===== config.mk =====
export PLATFORM = sky130hd
export DESIGN_NAME = vtp_timing
export DESIGN_NICKNAME = d
export VERILOG_FILES = /design/src/pkg/vtp_pkg.sv /design/src/vtp_preset_rom.sv /design/src/vtp_timing.sv
export SDC_FILE = /design/constraint.sdc
export NUM_CORES = 1
export LEC_CHECK = 0
export BUFFER_PORTS_ARGS = -buffer_cell sky130_fd_sc_hd__buf_2
export CORE_MARGIN = 10
export CORE_UTILIZATION = 60
export DETAILED_ROUTE_END_ITERATION = 7
export PLACE_DENSITY = 0.81
export SYNTH_ARGS = -nofsm -noshare
export SYNTH_HDL_FRONTEND = slang
export SYNTH_SLANG_ARGS = --single-unit

===== constraint.sdc =====
create_clock -name i_ref_clk -period 3.73 [get_ports i_ref_clk]
set_input_delay 0.5595 -clock i_ref_clk [delete_from_list [all_inputs] [get_ports i_ref_clk]]
set_output_delay 0.5595 -clock i_ref_clk [all_outputs]
set_load 0.1 [all_outputs]

===== src/pkg/vtp_pkg.sv =====
`default_nettype none
package vtp_pkg;

   ////////////////////////////////////////////////////////////////////////
   // Register bus
   localparam int AVS_ADDR_W = 10;

   // Register indices; byte address is four times the index
   localparam logic [7:0] IDX_TIMING_CONTROL = 8'h82;
   localparam logic [7:0] IDX_CM_HEADER = 8'h83;
   localparam logic [7:0] IDX_CM_PAY_HI = 8'h84;
   localparam logic [7:0] IDX_CM_PAY_LO = 8'h85;
   localparam logic [7:0] IDX_CYC_LO = 8'h86;
   localparam logic [7:0] IDX_CYC_HI = 8'h87;
   localparam logic [7:0] IDX_LINES_LO = 8'h88;
   localparam logic [7:0] IDX_LINES_HI = 8'h89;
   localparam logic [7:0] IDX_STATUS = 8'h8A;
   localparam logic [7:0] IDX_MODE = 8'h8B;
   localparam logic [7:0] IDX_BLANK = 8'h8C;

   ////////////////////////////////////////////////////////////////////////
   // Field positions
   localparam int TC_FIELD_OR_ENABLE = 7;
   localparam int TC_EMBEDDED = 5;
   localparam int TC_DISP_FRAME_POL = 4;
   localparam int TC_DISP_LINE_POL = 3;
   localparam int TC_FIELD_POL = 2;
   localparam int TC_FRAME_IN_POL = 1;
   localparam int TC_LINE_IN_POL = 0;
   localparam int CM_ENABLE_BIT = 6;
   localparam int MODE_MASTER_BIT = 3;
   localparam int XY_F_BIT = 6;
   localparam int XY_H_BIT = 4;

   ////////////////////////////////////////////////////////////////////////
   // Reset values
   localparam logic [7:0] TIMING_CONTROL_RST = 8'h5F;
   localparam logic [7:0] CM_HEADER_RST = 8'h00;
   localparam logic [5:0] CM_PAY_HI_RST = 6'h00;
   localparam logic [7:0] CM_PAY_LO_RST = 8'h00;
   localparam logic [3:0] MODE_RST = 4'h0;
   localparam logic [7:0] BLANK_RST = 8'h00;

   ////////////////////////////////////////////////////////////////////////
   // Presets
   localparam logic [2:0] PRESET_NONE = 3'h0;
   localparam logic [2:0] PRESET_1080P = 3'h1;
   localparam logic [2:0] PRESET_1080I = 3'h2;
   localparam logic [2:0] PRESET_720P = 3'h3;
   localparam logic [2:0] PRESET_525I = 3'h4;
   localparam logic [2:0] PRESET_525P = 3'h5;
   localparam logic [2:0] PRESET_625I = 3'h6;

   // Line type codes
   localparam logic [3:0] LT_PICTURE = 4'h0;
   localparam logic [3:0] LT_WHOLE_NORMAL_TRI = 4'h1;
   localparam logic [3:0] LT_WHOLE_BROAD_TRI = 4'h2;
   localparam logic [3:0] LT_HALF_NORMAL_TRI_PAIR = 4'h3;
   localparam logic [3:0] LT_HALF_BROAD_TRI_PAIR = 4'h4;
   localparam logic [3:0] LT_NORMAL_THEN_BROAD_TRI = 4'h5;
   localparam logic [3:0] LT_BROAD_THEN_NORMAL_TRI = 4'h6;
   localparam logic [3:0] LT_PICTURE_THEN_EQ = 4'h7;
   localparam logic [3:0] LT_NORMAL_SYNC_THEN_PICTURE = 4'h8;
   localparam logic [3:0] LT_WHOLE_NORMAL_BI = 4'h9;
   localparam logic [3:0] LT_WHOLE_BROAD_BI = 4'hA;
   localparam logic [3:0] LT_WHOLE_EQ = 4'hB;
   localparam logic [3:0] LT_EQ_PAIR = 4'hC;
   localparam logic [3:0] LT_BROAD_BI_PAIR = 4'hD;
   localparam logic [3:0] LT_BROAD_THEN_EQ = 4'hE;
   localparam logic [3:0] LT_EQ_THEN_BROAD = 4'hF;

   localparam logic [10:0] BP_NONE = 11'h7FF;
   localparam logic [10:0] FIELD_UNUSED = 11'h7FF;

   ////////////////////////////////////////////////////////////////////////
   // Timing counts
   localparam logic [10:0] CM_LINE = 11'h029;
   localparam logic [4:0] CM_BITS = 5'h14;
   localparam logic [7:0] CM_BIT_CYCLES = 8'h20;
   localparam logic [15:0] DISP_HS_LEN = 16'h0060;
   localparam logic [10:0] DISP_VS_START = 11'h003;
   localparam logic [10:0] DISP_VS_LEN = 11'h003;
   localparam logic [15:0] MASTER_LINE_CYCLES_DEF = 16'h035A;

   // Embedded code detection
   localparam logic [7:0] CODE_ONES = 8'hFF;
   localparam logic [7:0] CODE_ZEROS = 8'h00;
   typedef enum logic [1:0] {CODE_IDLE, CODE_FF, CODE_Z1, CODE_Z2} vtp_code_t;

endpackage
`default_nettype wire


===== src/vtp_preset_rom.sv =====
`timescale 1ns/1ns
`default_nettype none
module vtp_preset_rom (
   input wire logic [2:0] i_preset,
   input wire logic [3:0] i_index,
   output logic [10:0] o_breakpoint,
   output logic [3:0] o_line_type,
   output logic [10:0] o_frame_size,
   output logic [10:0] o_field_size
);
   import vtp_pkg::*;

   localparam logic [14:0] E = {BP_NONE, LT_PICTURE};

   ////////////////////////////////////////////////////////////////////////
   // Breakpoint tables, entry n ends at line {bp} - 1, the next entry starts at line {bp}
   localparam logic [14:0] T_1080P [16] = '{
      {11'h006, LT_WHOLE_BROAD_TRI}, {11'h02A, LT_WHOLE_NORMAL_TRI},
      {11'h462, LT_PICTURE}, {11'h466, LT_WHOLE_NORMAL_TRI},
      E, E, E, E, E, E, E, E, E, E, E, E};
   localparam logic [14:0] T_1080I [16] = '{
      {11'h006, LT_HALF_BROAD_TRI_PAIR}, {11'h007, LT_HALF_NORMAL_TRI_PAIR},
      {11'h015, LT_WHOLE_NORMAL_TRI}, {11'h231, LT_PICTURE},
      {11'h233, LT_WHOLE_NORMAL_TRI}, {11'h234, LT_NORMAL_THEN_BROAD_TRI},
      {11'h238, LT_HALF_BROAD_TRI_PAIR}, {11'h239, LT_BROAD_THEN_NORMAL_TRI},
      {11'h248, LT_WHOLE_NORMAL_TRI}, {11'h464, LT_PICTURE},
      {11'h466, LT_WHOLE_NORMAL_TRI}, E, E, E, E, E};
   localparam logic [14:0] T_720P [16] = '{
      {11'h006, LT_WHOLE_BROAD_TRI}, {11'h01A, LT_WHOLE_NORMAL_TRI},
      {11'h2EA, LT_PICTURE}, {11'h2EF, LT_WHOLE_NORMAL_TRI},
      E, E, E, E, E, E, E, E, E, E, E, E};
   localparam logic [14:0] T_525I [16] = '{
      {11'h004, LT_EQ_PAIR}, {11'h007, LT_BROAD_BI_PAIR},
      {11'h00A, LT_EQ_PAIR}, {11'h014, LT_WHOLE_NORMAL_BI},
      {11'h107, LT_PICTURE}, {11'h108, LT_PICTURE_THEN_EQ},
      {11'h10A, LT_EQ_PAIR}, {11'h10B, LT_EQ_THEN_BROAD},
      {11'h10D, LT_BROAD_BI_PAIR}, {11'h10E, LT_BROAD_THEN_EQ},
      {11'h110, LT_EQ_PAIR}, {11'h111, LT_WHOLE_EQ},
      {11'h11A, LT_WHOLE_NORMAL_BI}, {11'h11B, LT_NORMAL_SYNC_THEN_PICTURE},
      {11'h20E, LT_PICTURE}, E};
   localparam logic [14:0] T_525P [16] = '{
      {11'h00A, LT_WHOLE_NORMAL_BI}, {11'h010, LT_WHOLE_BROAD_BI},
      {11'h02E, LT_WHOLE_NORMAL_BI}, {11'h20E, LT_PICTURE},
      E, E, E, E, E, E, E, E, E, E, E, E};
   localparam logic [14:0] T_625I [16] = '{
      {11'h003, LT_BROAD_BI_PAIR}, {11'h004, LT_BROAD_THEN_EQ},
      {11'h006, LT_EQ_PAIR}, {11'h017, LT_WHOLE_NORMAL_BI},
      {11'h018, LT_NORMAL_SYNC_THEN_PICTURE}, {11'h137, LT_PICTURE},
      {11'h139, LT_EQ_PAIR}, {11'h13A, LT_EQ_THEN_BROAD},
      {11'h13C, LT_BROAD_BI_PAIR}, {11'h13E, LT_EQ_PAIR},
      {11'h13F, LT_WHOLE_EQ}, {11'h150, LT_WHOLE_NORMAL_BI},
      {11'h26F, LT_PICTURE}, {11'h270, LT_PICTURE_THEN_EQ},
      {11'h272, LT_EQ_PAIR}, E};

   logic [14:0] entry;

   always_comb begin
      entry = E;
      o_frame_size = BP_NONE;
      o_field_size = FIELD_UNUSED;
      case (i_preset)
         PRESET_1080P: begin
            entry = T_1080P[i_index];
            o_frame_size = 11'h465;
         end
         PRESET_1080I: begin
            entry = T_1080I[i_index];
            o_frame_size = 11'h465;
            o_field_size = 11'h233;
         end
         PRESET_720P: begin
            entry = T_720P[i_index];
            o_frame_size = 11'h2EE;
         end
         PRESET_525I: begin
            entry = T_525I[i_index];
            o_frame_size = 11'h20D;
            o_field_size = 11'h107;
         end
         PRESET_525P: begin
            entry = T_525P[i_index];
            o_frame_size = 11'h20D;
         end
         PRESET_625I: begin
            entry = T_625I[i_index];
            o_frame_size = 11'h271;
            o_field_size = 11'h138;
         end
         default: begin
            entry = E;
         end
      endcase
   end

   assign o_breakpoint = entry[14:4];
   assign o_line_type = entry[3:0];
endmodule // vtp_preset_rom
`default_nettype wire


===== src/vtp_timing.sv =====
`timescale 1ns/1ns
`default_nettype none
// Functional notes
// - Frame sync input polarity bit 1, reset high
// - Line sync input polarity bit 0, reset high
// - Read back sixteen-bit cycles per line count
// - Read back sixteen-bit line syncs per frame
// - Copy data on line 41 in 525/625 presets when enabled
// - Copy content is header plus fourteen-bit payload
// - Preset selects breakpoint list and frame sizes
// - 1080 progressive breakpoint table, 1125 lines
// - 1080 interlaced table, first field of 563
// - 720 progressive table, 750 lines
// - 525 interlaced table, field 263
// - 525 progressive table, 525 lines
// - 625 interlaced table, field 312
// - Progressive presets mark field size all ones
// - Slave follows dedicated syncs or embedded codes
// - Master drives syncs to source, ignores field
// - Master keeps driving display syncs too
// - Data enable blanks samples outside window, graphics (no preset) only
// - Field derived from line/frame sync alignment
// - Line type holds until next breakpoint
// - Control bit 7 selects field or enable
// - Control bit 5 selects embedded code timing
module vtp_timing #(
   parameter logic [15:0] MASTER_LINE_CYCLES =
      vtp_pkg::MASTER_LINE_CYCLES_DEF
) (
   input wire logic i_ref_clk,
   input wire logic i_rst_n,
   input wire logic [vtp_pkg::AVS_ADDR_W-1:0] i_avs_address,
   input wire logic i_avs_read,
   input wire logic i_avs_write,
   input wire logic [31:0] i_avs_writedata,
   input wire logic [3:0] i_avs_byteenable,
   output logic [31:0] o_avs_readdata,
   output logic o_avs_waitrequest,
   input wire logic i_line_sync_terminal,
   output logic o_line_sync_terminal,
   output logic o_line_sync_terminal_oe,
   input wire logic i_frame_sync_terminal,
   output logic o_frame_sync_terminal,
   output logic o_frame_sync_terminal_oe,
   input wire logic i_field_or_enable,
   input wire logic [7:0] i_video_data,
   output logic [7:0] o_video_data,
   output logic o_display_line_sync,
   output logic o_display_frame_sync,
   output logic o_field_id,
   output logic [3:0] o_line_type,
   output logic o_copy_mgmt_bit,
   output logic o_copy_mgmt_active
);
   import vtp_pkg::*;

   typedef struct packed {
      logic ack;
      logic [31:0] rdata;
      logic [7:0] ctrl;
      logic [7:0] cm_hdr;
      logic [5:0] pay_hi;
      logic [7:0] pay_lo;
      logic [3:0] mode;
      logic [7:0] blank;
      logic ls_prev;
      logic fs_prev;
      vtp_code_t code;
      logic f_prev;
      logic [15:0] h_cnt;
      logic [15:0] ppl;
      logic [15:0] lpf_cnt;
      logic [15:0] lpf;
      logic [10:0] line;
      logic [3:0] bp_idx;
      logic [3:0] ltype;
      logic field;
      logic [19:0] cm_shift;
      logic [4:0] cm_left;
      logic [7:0] cm_div;
      logic cm_act;
      logic disp_hs;
      logic disp_vs;
      logic src_hs;
      logic src_vs;
      logic [7:0] vid;
   } vtp_state_t;

   localparam vtp_state_t ST_RST = '{
      ctrl: TIMING_CONTROL_RST,
      cm_hdr: CM_HEADER_RST,
      pay_hi: CM_PAY_HI_RST,
      pay_lo: CM_PAY_LO_RST,
      mode: MODE_RST,
      blank: BLANK_RST,
      code: CODE_IDLE,
      line: 11'h001,
      default: '0
   };

   vtp_state_t q;
   vtp_state_t d;

   logic master;
   logic embedded;
   logic fod_sel;
   logic [2:0] preset;
   logic graphics;
   logic sd_mode;
   logic interlaced;
   logic derive_field;
   logic ls_n;
   logic fs_n;
   logic fid_n;
   logic eav;
   logic f_bit;
   logic line_ev;
   logic frame_ev;
   logic [10:0] rom_bp;
   logic [3:0] rom_type;
   logic [10:0] rom_frame;
   logic [10:0] rom_field;
   logic req;
   logic addr_ok;
   logic [7:0] reg_idx;
   logic wr_take;
   logic [31:0] rd_mux;
   logic hs_on;
   logic vs_on;

   ////////////////////////////////////////////////////////////////////////
   // Preset tables
   vtp_preset_rom u_rom (
      .i_preset(preset),
      .i_index(q.bp_idx),
      .o_breakpoint(rom_bp),
      .o_line_type(rom_type),
      .o_frame_size(rom_frame),
      .o_field_size(rom_field)
   );

   ////////////////////////////////////////////////////////////////////////
   // Mode decode and sync events
   assign master = q.mode[MODE_MASTER_BIT];
   assign preset = q.mode[2:0];
   assign embedded = q.ctrl[TC_EMBEDDED];
   assign fod_sel = q.ctrl[TC_FIELD_OR_ENABLE];
   assign graphics = (preset == PRESET_NONE);
   assign sd_mode = (preset == PRESET_525I) || (preset == PRESET_525P) ||
      (preset == PRESET_625I);
   assign interlaced = (rom_field != FIELD_UNUSED);
   assign derive_field = fod_sel && !embedded && !graphics && !master;

   // Inputs reduced to active-high before any edge is looked for
   assign ls_n = i_line_sync_terminal ^ ~q.ctrl[TC_LINE_IN_POL];
   assign fs_n = i_frame_sync_terminal ^ ~q.ctrl[TC_FRAME_IN_POL];
   assign fid_n = i_field_or_enable ^ ~q.ctrl[TC_FIELD_POL];

   assign f_bit = i_video_data[XY_F_BIT];
   assign eav = (q.code == CODE_Z2) && i_video_data[XY_H_BIT];

   // Slave events follow the source; master events come from own counters
   always_comb begin
      if (master) begin
         line_ev = (q.h_cnt == MASTER_LINE_CYCLES - 16'h0001);
         frame_ev = line_ev && (q.line == rom_frame);
      end else if (embedded) begin
         line_ev = eav;
         frame_ev = eav && q.f_prev && !f_bit;
      end else begin
         line_ev = ls_n && !q.ls_prev;
         frame_ev = fs_n && !q.fs_prev;
      end
   end

   ////////////////////////////////////////////////////////////////////////
   // Register bus decode
   assign req = i_avs_read || i_avs_write;
   assign addr_ok = (i_avs_address[1:0] == 2'h0);
   assign reg_idx = i_avs_address[AVS_ADDR_W-1:2];
   assign wr_take = i_avs_write && q.ack && addr_ok && i_avs_byteenable[0];
   assign o_avs_waitrequest = req && !q.ack;
   assign o_avs_readdata = q.rdata;

   always_comb begin
      rd_mux = 32'h0000_0000;
      if (addr_ok) begin
         case (reg_idx)
            IDX_TIMING_CONTROL: rd_mux[7:0] = q.ctrl;
            IDX_CM_HEADER: rd_mux[6:0] = q.cm_hdr[6:0];
            IDX_CM_PAY_HI: rd_mux[5:0] = q.pay_hi;
            IDX_CM_PAY_LO: rd_mux[7:0] = q.pay_lo;
            IDX_CYC_LO: rd_mux[7:0] = q.ppl[7:0];
            IDX_CYC_HI: rd_mux[7:0] = q.ppl[15:8];
            IDX_LINES_LO: rd_mux[7:0] = q.lpf[7:0];
            IDX_LINES_HI: rd_mux[7:0] = q.lpf[15:8];
            IDX_STATUS: rd_mux[6:0] = {q.cm_act, interlaced, q.field, q.ltype};
            IDX_MODE: rd_mux[3:0] = q.mode;
            IDX_BLANK: rd_mux[7:0] = q.blank;
            default: rd_mux = 32'h0000_0000;
         endcase
      end
   end

   ////////////////////////////////////////////////////////////////////////
   // Next state
   always_comb begin
      d = q;

      // One wait cycle per access, read data captured with the answer
      d.ack = req && !q.ack;
      if (req && !q.ack) begin
         d.rdata = rd_mux;
      end
      if (wr_take) begin
         case (reg_idx)
            IDX_TIMING_CONTROL: d.ctrl = i_avs_writedata[7:0];
            IDX_CM_HEADER: d.cm_hdr = {1'b0, i_avs_writedata[6:0]};
            IDX_CM_PAY_HI: d.pay_hi = i_avs_writedata[5:0];
            IDX_CM_PAY_LO: d.pay_lo = i_avs_writedata[7:0];
            IDX_MODE: d.mode = i_avs_writedata[3:0];
            IDX_BLANK: d.blank = i_avs_writedata[7:0];
            default: d.ctrl = q.ctrl;
         endcase
      end

      d.ls_prev = ls_n;
      d.fs_prev = fs_n;

      // Embedded code search: ones, zeros, zeros, then the status word
      unique case (q.code)
         CODE_IDLE: begin
            d.code = (i_video_data == CODE_ONES) ? CODE_FF : CODE_IDLE;
         end
         CODE_FF: begin
            if (i_video_data == CODE_ZEROS) begin
               d.code = CODE_Z1;
            end else if (i_video_data == CODE_ONES) begin
               d.code = CODE_FF;
            end else begin
               d.code = CODE_IDLE;
            end
         end
         CODE_Z1: begin
            d.code = (i_video_data == CODE_ZEROS) ? CODE_Z2 : CODE_IDLE;
         end
         CODE_Z2: begin
            d.code = CODE_IDLE;
         end
      endcase
      if (eav) begin
         d.f_prev = f_bit;
      end

      // Cycle count between line events
      if (line_ev) begin
         d.h_cnt = 16'h0000;
         d.ppl = q.h_cnt + 16'h0001;
      end else begin
         d.h_cnt = q.h_cnt + 16'h0001;
      end

      // Line count over a frame
      if (frame_ev) begin
         d.lpf = q.lpf_cnt;
         d.lpf_cnt = {15'h0000, line_ev};
      end else if (line_ev) begin
         d.lpf_cnt = q.lpf_cnt + 16'h0001;
      end

      // Line counter and breakpoint walk
      if (frame_ev) begin
         d.line = 11'h001;
         d.bp_idx = 4'h0;
      end else if (line_ev) begin
         d.line = q.line + 11'h001;
         if (d.line == rom_bp) begin
            d.bp_idx = q.bp_idx + 4'h1;
         end
      end
      d.ltype = rom_type;

      // Field identity
      if (master) begin
         d.field = interlaced && (q.line > rom_field);
      end else if (derive_field) begin
         if (frame_ev) begin
            d.field = (q.h_cnt >= {1'b0, q.ppl[15:1]});
         end
      end else if (embedded) begin
         if (eav) begin
            d.field = f_bit;
         end
      end else begin
         d.field = fid_n && interlaced;
      end

      // Copy-management insertion, header first, shifted out MSB first
      if (line_ev && !frame_ev && (d.line == CM_LINE) && sd_mode &&
          q.cm_hdr[CM_ENABLE_BIT]) begin
         d.cm_shift = {q.cm_hdr[5:0], q.pay_hi, q.pay_lo};
         d.cm_left = CM_BITS;
         d.cm_div = 8'h00;
         d.cm_act = 1'b1;
      end else if (q.cm_act) begin
         if (q.cm_div == CM_BIT_CYCLES - 8'h01) begin
            d.cm_div = 8'h00;
            d.cm_shift = {q.cm_shift[18:0], 1'b0};
            d.cm_left = q.cm_left - 5'h01;
            d.cm_act = (q.cm_left != 5'h01);
         end else begin
            d.cm_div = q.cm_div + 8'h01;
         end
      end

      // Display and source syncs
      hs_on = (d.h_cnt < DISP_HS_LEN);
      vs_on = (d.line >= DISP_VS_START) &&
         (d.line < DISP_VS_START + DISP_VS_LEN);
      d.disp_hs = hs_on ^ ~q.ctrl[TC_DISP_LINE_POL];
      d.disp_vs = vs_on ^ q.ctrl[TC_DISP_FRAME_POL];
      d.src_hs = hs_on ^ ~q.ctrl[TC_LINE_IN_POL];
      d.src_vs = vs_on ^ ~q.ctrl[TC_FRAME_IN_POL];

      // Graphics data enable replaces samples outside the window
      if (fod_sel && graphics && !i_field_or_enable) begin
         d.vid = q.blank;
      end else begin
         d.vid = i_video_data;
      end
   end

   always_ff @(posedge i_ref_clk) begin
      if (!i_rst_n) begin
         q <= ST_RST;
      end else begin
         q <= d;
      end
   end

   ////////////////////////////////////////////////////////////////////////
   // Outputs
   assign o_line_sync_terminal = q.src_hs;
   assign o_frame_sync_terminal = q.src_vs;
   assign o_line_sync_terminal_oe = master;
   assign o_frame_sync_terminal_oe = master;
   assign o_display_line_sync = q.disp_hs;
   assign o_display_frame_sync = q.disp_vs;
   assign o_video_data = q.vid;
   assign o_field_id = q.field;
   assign o_line_type = q.ltype;
   assign o_copy_mgmt_bit = q.cm_shift[19];
   assign o_copy_mgmt_active = q.cm_act;
endmodule // vtp_timing
`default_nettype wire


==> insert_results.sql, run 1 <==
INSERT INTO impl_metrics (metric_group, metric, value, unit) VALUES
('die', 'num_rows', '50', ''),
('die', 'die-height', '157.6', 'µm'),
('final_layout', 'most_common_library_cell_in_the_layout_ignoring_fill_and_taps', 'sky130_fd_sc_hd__nor2_1', ''),
('worst_setup_path', 'cp-start-kind', 'flop', ''),
('grt', 'global_route_wire_length_before_repair', '50340', 'µm'),
('placed_design', 'portBuffers', '63', ''),
('die', 'design.die.area', '0.02484', 'mm²'),
('synth', 'syn_area', '0.01136', 'mm²'),
('power', 'power.static_leakage', '4.816', 'nW'),
('cts', 'cts.clk_slew.worst_paths', '70', 'ps'),
('sta', 'relSlewSlack', '43.23', '%'),
('die', 'coreArea', '0.01864', 'mm²'),
('detailed_routing', 'via_density_per_instance', '6.368', ''),
('synth', 'synth_top_flop_cell', 'sky130_fd_sc_hd__dfxtp_1', ''),
('worst_setup_path', 'end_kind', 'flop', ''),
('worst_setup_path', 'worst-endpoint-required', '4060', 'ps'),
('cts', 'clock_tree.buffer_depth', '2', ''),
('final_layout', 'fillCellCount', '1508', ''),
('sta', 'worst-slew-pin-transition', '845.0', 'ps'),
('worst_hold_path', 'hp-class', 'in -> reg', ''),
('die', 'start_util', '60.94', '%'),
('worst_setup_path', 'path_max_fanout', '9', ''),
('detailed_routing', 'maxUsedRoutingLayer', 'met5', ''),
('detailed_routing', 'via_count', '10320', ''),
('cts', 'post_cts_buffers', '0', ''),
('placed_design', 'post-place-ws', '419.0', 'ps'),
('grt', 'grt_pass1_vias', '9389', ''),
('sta', 'maxClockFrequency', '0.2954', 'GHz'),
('worst_setup_path', 'setup.worst_path.start', 'q[51]', ''),
('grt', 'grt_overflow_total', '0', ''),
('grt', 'grt_antenna_before_repair', '1', ''),
('worst_setup_path', 'criticalPathCategory', 'reg -> reg', ''),
('power', 'power-per-cell-area', '348.2', 'mW/mm²'),
('run_status', 'outcome', 'finished, final reports clean', ''),
('sta', 'fin_worst_skew', '10.80', 'ps'),
('sta', 'tns', '0', 'ps'),
('sta', 'rsz0062_at_grt', 'false', ''),
('sta', 'final_min_period_over_clock_period', '90.77', '%'),
('cts', 'tritoncts.num_buffers', '17', ''),
('detailed_routing', 'drc_errors_left', '0', ''),
('detailed_routing', 'met2_wirelength', '13980', 'µm'),
('run', 'drv.max_cap_violation_count', '0', ''),
('power', 'power.ir.vdd_worst', '0.0003492', 'V'),
('synth', 'seq_area_frac_synth', '32.60', '%'),
('placed_design', 'hpwlAfterDp', '23460', 'µm'),
('final_layout', 'final_cell_mix', 'sky130_fd_sc_hd__nor2_1, sky130_fd_sc_hd__dfxtp_1, sky130_fd_sc_hd__nand2_1, sky130_fd_sc_hd__mux2i_1, sky130_fd_sc_hd__buf_2', ''),
('die', 'die_w', '157.6', 'µm'),
('detailed_routing', 'detail_route.wirelength', '32030', 'µm'),
('detailed_routing', 'drt-wirelength-per-cell', '19.77', 'µm'),
('sta', 'timing_max_transition_violations_final', '0', ''),
('synth', 'ys_warn_count', '0', ''),
('final_layout', 'num_antenna_cells', '0', ''),
('cts', 'numClockSinks', '185', ''),
('final_layout', 'finish.net_count', '1482', ''),
('placed_design', 'routabilityCongestion', '0.9514', ''),
('final_layout', 'multiInputGateArea', '0.006863', 'mm²'),
('final_layout', 'area_growth_syn_to_layout', '7.401', '%'),
('final_layout', 'ff_latch_area', '0.003704', 'mm²'),
('cts', 'post_cts.resized_instances', '0', ''),
('detailed_routing', 'drt_iter0_markers', '1253', ''),
('cts', 'cts-htree-levels', '4', ''),
('sta', 'final-setup-viol-count', '0', ''),
('cts', 'clock_tree_from_tritoncts', 'built', ''),
('cts', 'clk_root_buffer_cell', 'sky130_fd_sc_hd__clkbuf_16', ''),
('worst_hold_path', 'timing.hold.worst.start', 'i_video_data[1]', ''),
('grt', 'largest_net_degree_at_the_start_of_global_routing', '69', ''),
('final_layout', 'layout-drive-gt1-share', '12.19', '%'),
('detailed_routing', 'met3_wirelength', '3215', 'µm'),
('sta', 'hold_violations', '0', ''),
('synth', 'synth_edf_count', '0', ''),
('sta', 'final.min_clock_period', '3386', 'ps');
[power breakdown]
part | switching (mW) | internal (mW)
Sequential | 0.0245 | 2.00
Clock | 0.844 | 0.969
Combinational | 0.327 | 0.0852
[stage by stage]
| stage | power, mW | util [%] | cell area [µm²] | cells |
|---|---|---|---|---|
| global route | 4.370 | 65.45 | 12200 | 1620 |
| detailed placement | 2.474 | 62.25 | 11600 | 1588 |
| global placement | 2.468 | 62.25 | 11600 | 1588 |
| finish | 4.248 | 65.45 | 12200 | 1620 |
| floorplan | 2.404 | - | 11450 | 1391 |
| CTS | 4.251 | 65.45 | 12200 | 1620 |
[sequential cells by signal, indices dropped and copies added, names as in the netlist]
register	count
embedded	1
fod_sel	1
o_avs_readdata	8
o_copy_mgmt_active	1
o_copy_mgmt_bit	1
o_display_frame_sync	1
o_display_line_sync	1
o_field_id	1
o_frame_sync_terminal	1
o_frame_sync_terminal_oe	1
o_line_sync_terminal	1
o_line_type	4
o_video_data	8
preset	3
q	152
[worst max-delay path, stage by stage, from the launching register on]
cell	delay (ps)
sky130_fd_sc_hd__dfxtp_1	490
sky130_fd_sc_hd__ha_1	370
sky130_fd_sc_hd__inv_1	160
sky130_fd_sc_hd__ha_1	280
sky130_fd_sc_hd__nand2b_1	220
sky130_fd_sc_hd__a211oi_1	390
sky130_fd_sc_hd__o32ai_1	130
sky130_fd_sc_hd__a21boi_0	140
sky130_fd_sc_hd__o32a_1	220
sky130_fd_sc_hd__or4_1	610
sky130_fd_sc_hd__o21ai_0	180
sky130_fd_sc_hd__a21oi_1	80
[logic make-up after synthesis]
group                    Yosys count  share of synthesized area [%]
AO/OA/AOI/OAI                    279                          17.86
XOR/XNOR                          75                          5.782
adder cells (fa/ha/maj)           48                          5.286
buffers and inverters            175                          8.029
flip-flops                       185                          32.60
multiplexers                      87                          7.698
other                              1                        0.03301
AND/OR/NAND/NOR                  518                          22.71
[synth_stat cells, drive strengths merged, types with 7 or more instances]
library cell,number,area [µm²]
xnor2,35,306.5
and2,7,43.79
a21o,7,52.55
nand3b,7,56.30
clkbuf,46,172.7
or3,12,75.07
nor2b,12,75.07
nor2,201,754.5
a221oi,15,131.4
nor4,12,102.6
ha,48,600.6
o22ai,8,50.05
inv,38,142.6
a31oi,12,75.07
nand2b,14,87.58
buf,90,593.1
nor3b,8,87.59
a21oi,51,255.2
a22oi,17,127.6
mux2i,84,840.8
nor3,33,180.2
dfxtp,185,3704
nand4,26,162.7
a211oi,28,210.2
o21ai,39,198.9
o31ai,24,185.2
xor2,40,350.3
o211ai,7,52.55
nand3,54,275.3
nand2,87,329.1
and3,15,93.84
[cell type report]
class,count,share of cell area (%)
inverter,39,1.210
tap,234,2.400
multi-input combinational,1031,56.24
clock inverter,13,1.261
sequential,185,30.35
clock buffer,19,3.630
timing repair buffer,99,4.902
[worst paths after layout]
| kind | endpoint | slack, ps | depth (start not counted) |
|---|---|---|---|
| worst max-delay path | q[53] | 340 | 11 |
| worst min-delay path | o_video_data[1] | 410 | 3 |
| worst max register to register | q[53] | 340 | 11 |
| worst min register to register | o_avs_readdata[3] | 460 | 2 |
[per-layer routing]
metal | vias up | track usage [%]
met5 | - | 0
met4 | 2 | 8.816
met3 | 72 | 5.726
met2 | 514 | 38.18
met1 | 4866 | 34.20
li1 | 4862 | -
Note: power is estimated with default switching activity, not from simulation.
==> run 2, diff against run 1 <==
Settings changed: CELL_PAD_IN_SITES_DETAIL_PLACEMENT set to 0, CELL_PAD_IN_SITES_GLOBAL_PLACEMENT set to 1, CORE_UTILIZATION 60 to 45, PLACE_DENSITY 0.81 to not set, PLACE_DENSITY_LB_ADDON set to 0.1.
==> insert_results.sql, run 2 (synthesized netlist as in run 1, its figures left out) <==
INSERT INTO impl_metrics (metric_group, metric, value, unit) VALUES
('run_status', 'outcome', 'finished, final reports clean', ''),
('cts', 'numClockSinks', '185', ''),
('power', 'power.static_leakage', '4.882', 'nW'),
('sta', 'worst-slew-pin-transition', '870.1', 'ps'),
('sta', 'fin_worst_skew', '16.88', 'ps'),
('final_layout', 'largest_register_ffs', '152', ''),
('die', 'num_rows', '58', ''),
('final_layout', 'finalInstanceArea', '0.01243', 'mm²'),
('placed_design', 'hpwlAfterDp', '26140', 'µm'),
('cts', 'post_cts.resized_instances', '0', ''),
('worst_setup_path', 'slowest_cp_cell', 'sky130_fd_sc_hd__or4_1', ''),
('cts', 'cts.clk_slew.worst_paths', '80', 'ps'),
('detailed_routing', 'drt_iter0_markers', '970', ''),
('worst_setup_path', 'rrSetupSlack', '210', 'ps'),
('sta', 'relSlewSlack', '41.92', '%'),
('grt', 'global_route_wire_length_before_repair', '54880', 'µm'),
('worst_setup_path', 'criticalPathCategory', 'reg -> reg', ''),
('die', 'coreArea', '0.02504', 'mm²'),
('cts', 'clock_insertion_delay_worst_skew', '440', 'ps'),
('detailed_routing', 'via_density_per_instance', '5.783', ''),
('detailed_routing', 'detailedRoute.firstPassIterationCount', '7', ''),
('sta', 'rsz0062_at_grt', 'false', ''),
('detailed_routing', 'drt-wirelength-per-cell', '20.43', 'µm'),
('sta', 'final.min_clock_period', '3521', 'ps'),
('placed_design', 'dpl-instance-area', '0.01178', 'mm²'),
('die', 'die_w', '178.9', 'µm'),
('die', 'io_pins', '115', ''),
('detailed_routing', 'drc_errors_left', '0', ''),
('final_layout', 'final_cell_mix', 'sky130_fd_sc_hd__nor2_1, sky130_fd_sc_hd__dfxtp_1, sky130_fd_sc_hd__nand2_1, sky130_fd_sc_hd__mux2i_1, sky130_fd_sc_hd__buf_2', ''),
('power', 'power.ir.vdd_worst', '0.0002692', 'V'),
('grt', 'grt_antenna_before_repair', '0', ''),
('die', 'die-height', '178.9', 'µm'),
('final_layout', 'postLayoutCoreUtil', '49.65', '%'),
('sta', 'maxClockFrequency', '0.2840', 'GHz'),
('final_layout', 'finish.net_count', '1488', ''),
('cts', 'clock_tree_from_tritoncts', 'built', ''),
('final_layout', 'layout-drive-gt1-share', '12.64', '%'),
('grt', 'track_usage', '21.74', '%'),
('power', 'power-per-cell-area', '353.8', 'mW/mm²'),
('detailed_routing', 'via_count', '9959', ''),
('sta', 'final_min_period_over_clock_period', '94.41', '%'),
('detailed_routing', 'ant_nets', '0', ''),
('worst_setup_path', 'path_max_fanout', '9', ''),
('final_layout', 'most_common_library_cell_in_the_layout_ignoring_fill_and_taps', 'sky130_fd_sc_hd__nor2_1', ''),
('placed_design', 'portBuffers', '63', ''),
('cts', 'cts-htree-levels', '4', ''),
('sta', 'hold_violations', '0', ''),
('placed_design', 'post-place-ws', '313.9', 'ps'),
('grt', 'grt_overflow_total', '0', ''),
('worst_setup_path', 'worst-endpoint-required', '4040', 'ps'),
('worst_setup_path', 'cp_cell_sequence', 'ha_1, inv_1, ha_1, nand2b_1, a211oi_1, o32ai_1, a21boi_0, o32a_1, or4_1, o21ai_0, a21oi_1', ''),
('sta', 'setup_ws', '208.5', 'ps'),
('placed_design', 'routabilityCongestion', '0.9251', ''),
('cts', 'post_cts_buffers', '0', ''),
('grt', 'largest_net_degree_at_the_start_of_global_routing', '122', ''),
('worst_hold_path', 'hp-class', 'in -> reg', ''),
('cts', 'tritoncts.num_buffers', '17', ''),
('die', 'start_util', '45.38', '%'),
('worst_setup_path', 'cp-start-kind', 'flop', ''),
('final_layout', 'area_growth_syn_to_layout', '9.405', '%'),
('sta', 'tns', '0', 'ps'),
('worst_setup_path', 'cp_slowest_stage_delay', '610', 'ps'),
('sta', 'final-setup-viol-count', '0', ''),
('cts', 'clock_tree.buffer_depth', '2', ''),
('cts', 'ctsHoldBuffers', '0', ''),
('final_layout', 'num_antenna_cells', '0', ''),
('worst_setup_path', 'crit_top_cell', 'sky130_fd_sc_hd__ha_1', ''),
('sta', 'timing_max_transition_violations_final', '0', ''),
('detailed_routing', 'detail_route.wirelength', '35170', 'µm'),
('final_layout', 'registers.top_by_ff_count', 'q', ''),
('run', 'drv.max_cap_violation_count', '0', ''),
('sta', 'whs', '387.2', 'ps'),
('cts', 'clk_root_buffer_cell', 'sky130_fd_sc_hd__clkbuf_16', ''),
('grt', 'grt_pass1_vias', '9161', ''),
('worst_setup_path', 'cp_data_arrival_time', '3840', 'ps'),
('worst_setup_path', 'end_kind', 'flop', ''),
('die', 'design.die.area', '0.03200', 'mm²');
run 2: cell types whose count changed in the layout (fill, tap and decap cells not counted), sizes merged:
cell	delta
buf	+6
clkbuf	-2
clkinvlp	-2
inv	+2
bufinv	+1
clkinv	+1
run 2: worst max-delay path: cells and delay by family, from the launching register on:
family | cells | cell delay (ps)
buffers and inverters | 1 | 150
adder cells (fa/ha/maj) | 2 | 640
flip-flops | 1 | 530
AND/OR/NAND/NOR | 2 | 830
AO/OA/AOI/OAI | 6 | 1230
run 2: routing by layer:
layer	GRT usage, %	wire [µm]
met1	32.65	17280
met2	31.48	15130
met3	3.012	2113
met4	5.925	643
met5	0	0
run 2: layout make-up:
class / instances / area (µm²)
Sequential cell: 185 / 3704
Multi-Input combinational cell: 1031 / 6863
Tap cell: 330 / 412.9
Inverter: 39 / 148.9
Fill cell: 2519 / 12610
Timing Repair Buffer: 105 / 655.6
Clock buffer: 17 / 425.4
Clock inverter: 15 / 220.2
run 2: power breakdown:
part / internal [mW] / switching (mW) / total (mW) / leakage [nW]
sequential: 2.00 / 0.0261 / 2.02 / 1.50
clock: 1.04 / 0.927 / 1.97 / 0.310
combinational: 0.0841 / 0.322 / 0.406 / 3.07
run 2: worst paths after layout:
kind / from / to / depth (start not counted)
worst min-delay path: i_video_data[2] / o_video_data[2] / 3
worst max-delay path: q[51] / q[52] / 11
worst min register to register: o_avs_readdata[3] / o_avs_readdata[3] / 2
worst max register to register: q[51] / q[52] / 11
run 2: through the flow:
| step | total power [mW] | cells |
|---|---|---|
| 3_3_place_gp | 2.475 | 1690 |
| 2_1_floorplan | 2.404 | 1391 |
| 5_1_grt | 4.546 | 1722 |
| 3_5_place_dp | 2.477 | 1690 |
| 4_1_cts | 4.434 | 1722 |
| 6_report | 4.398 | 1722 |
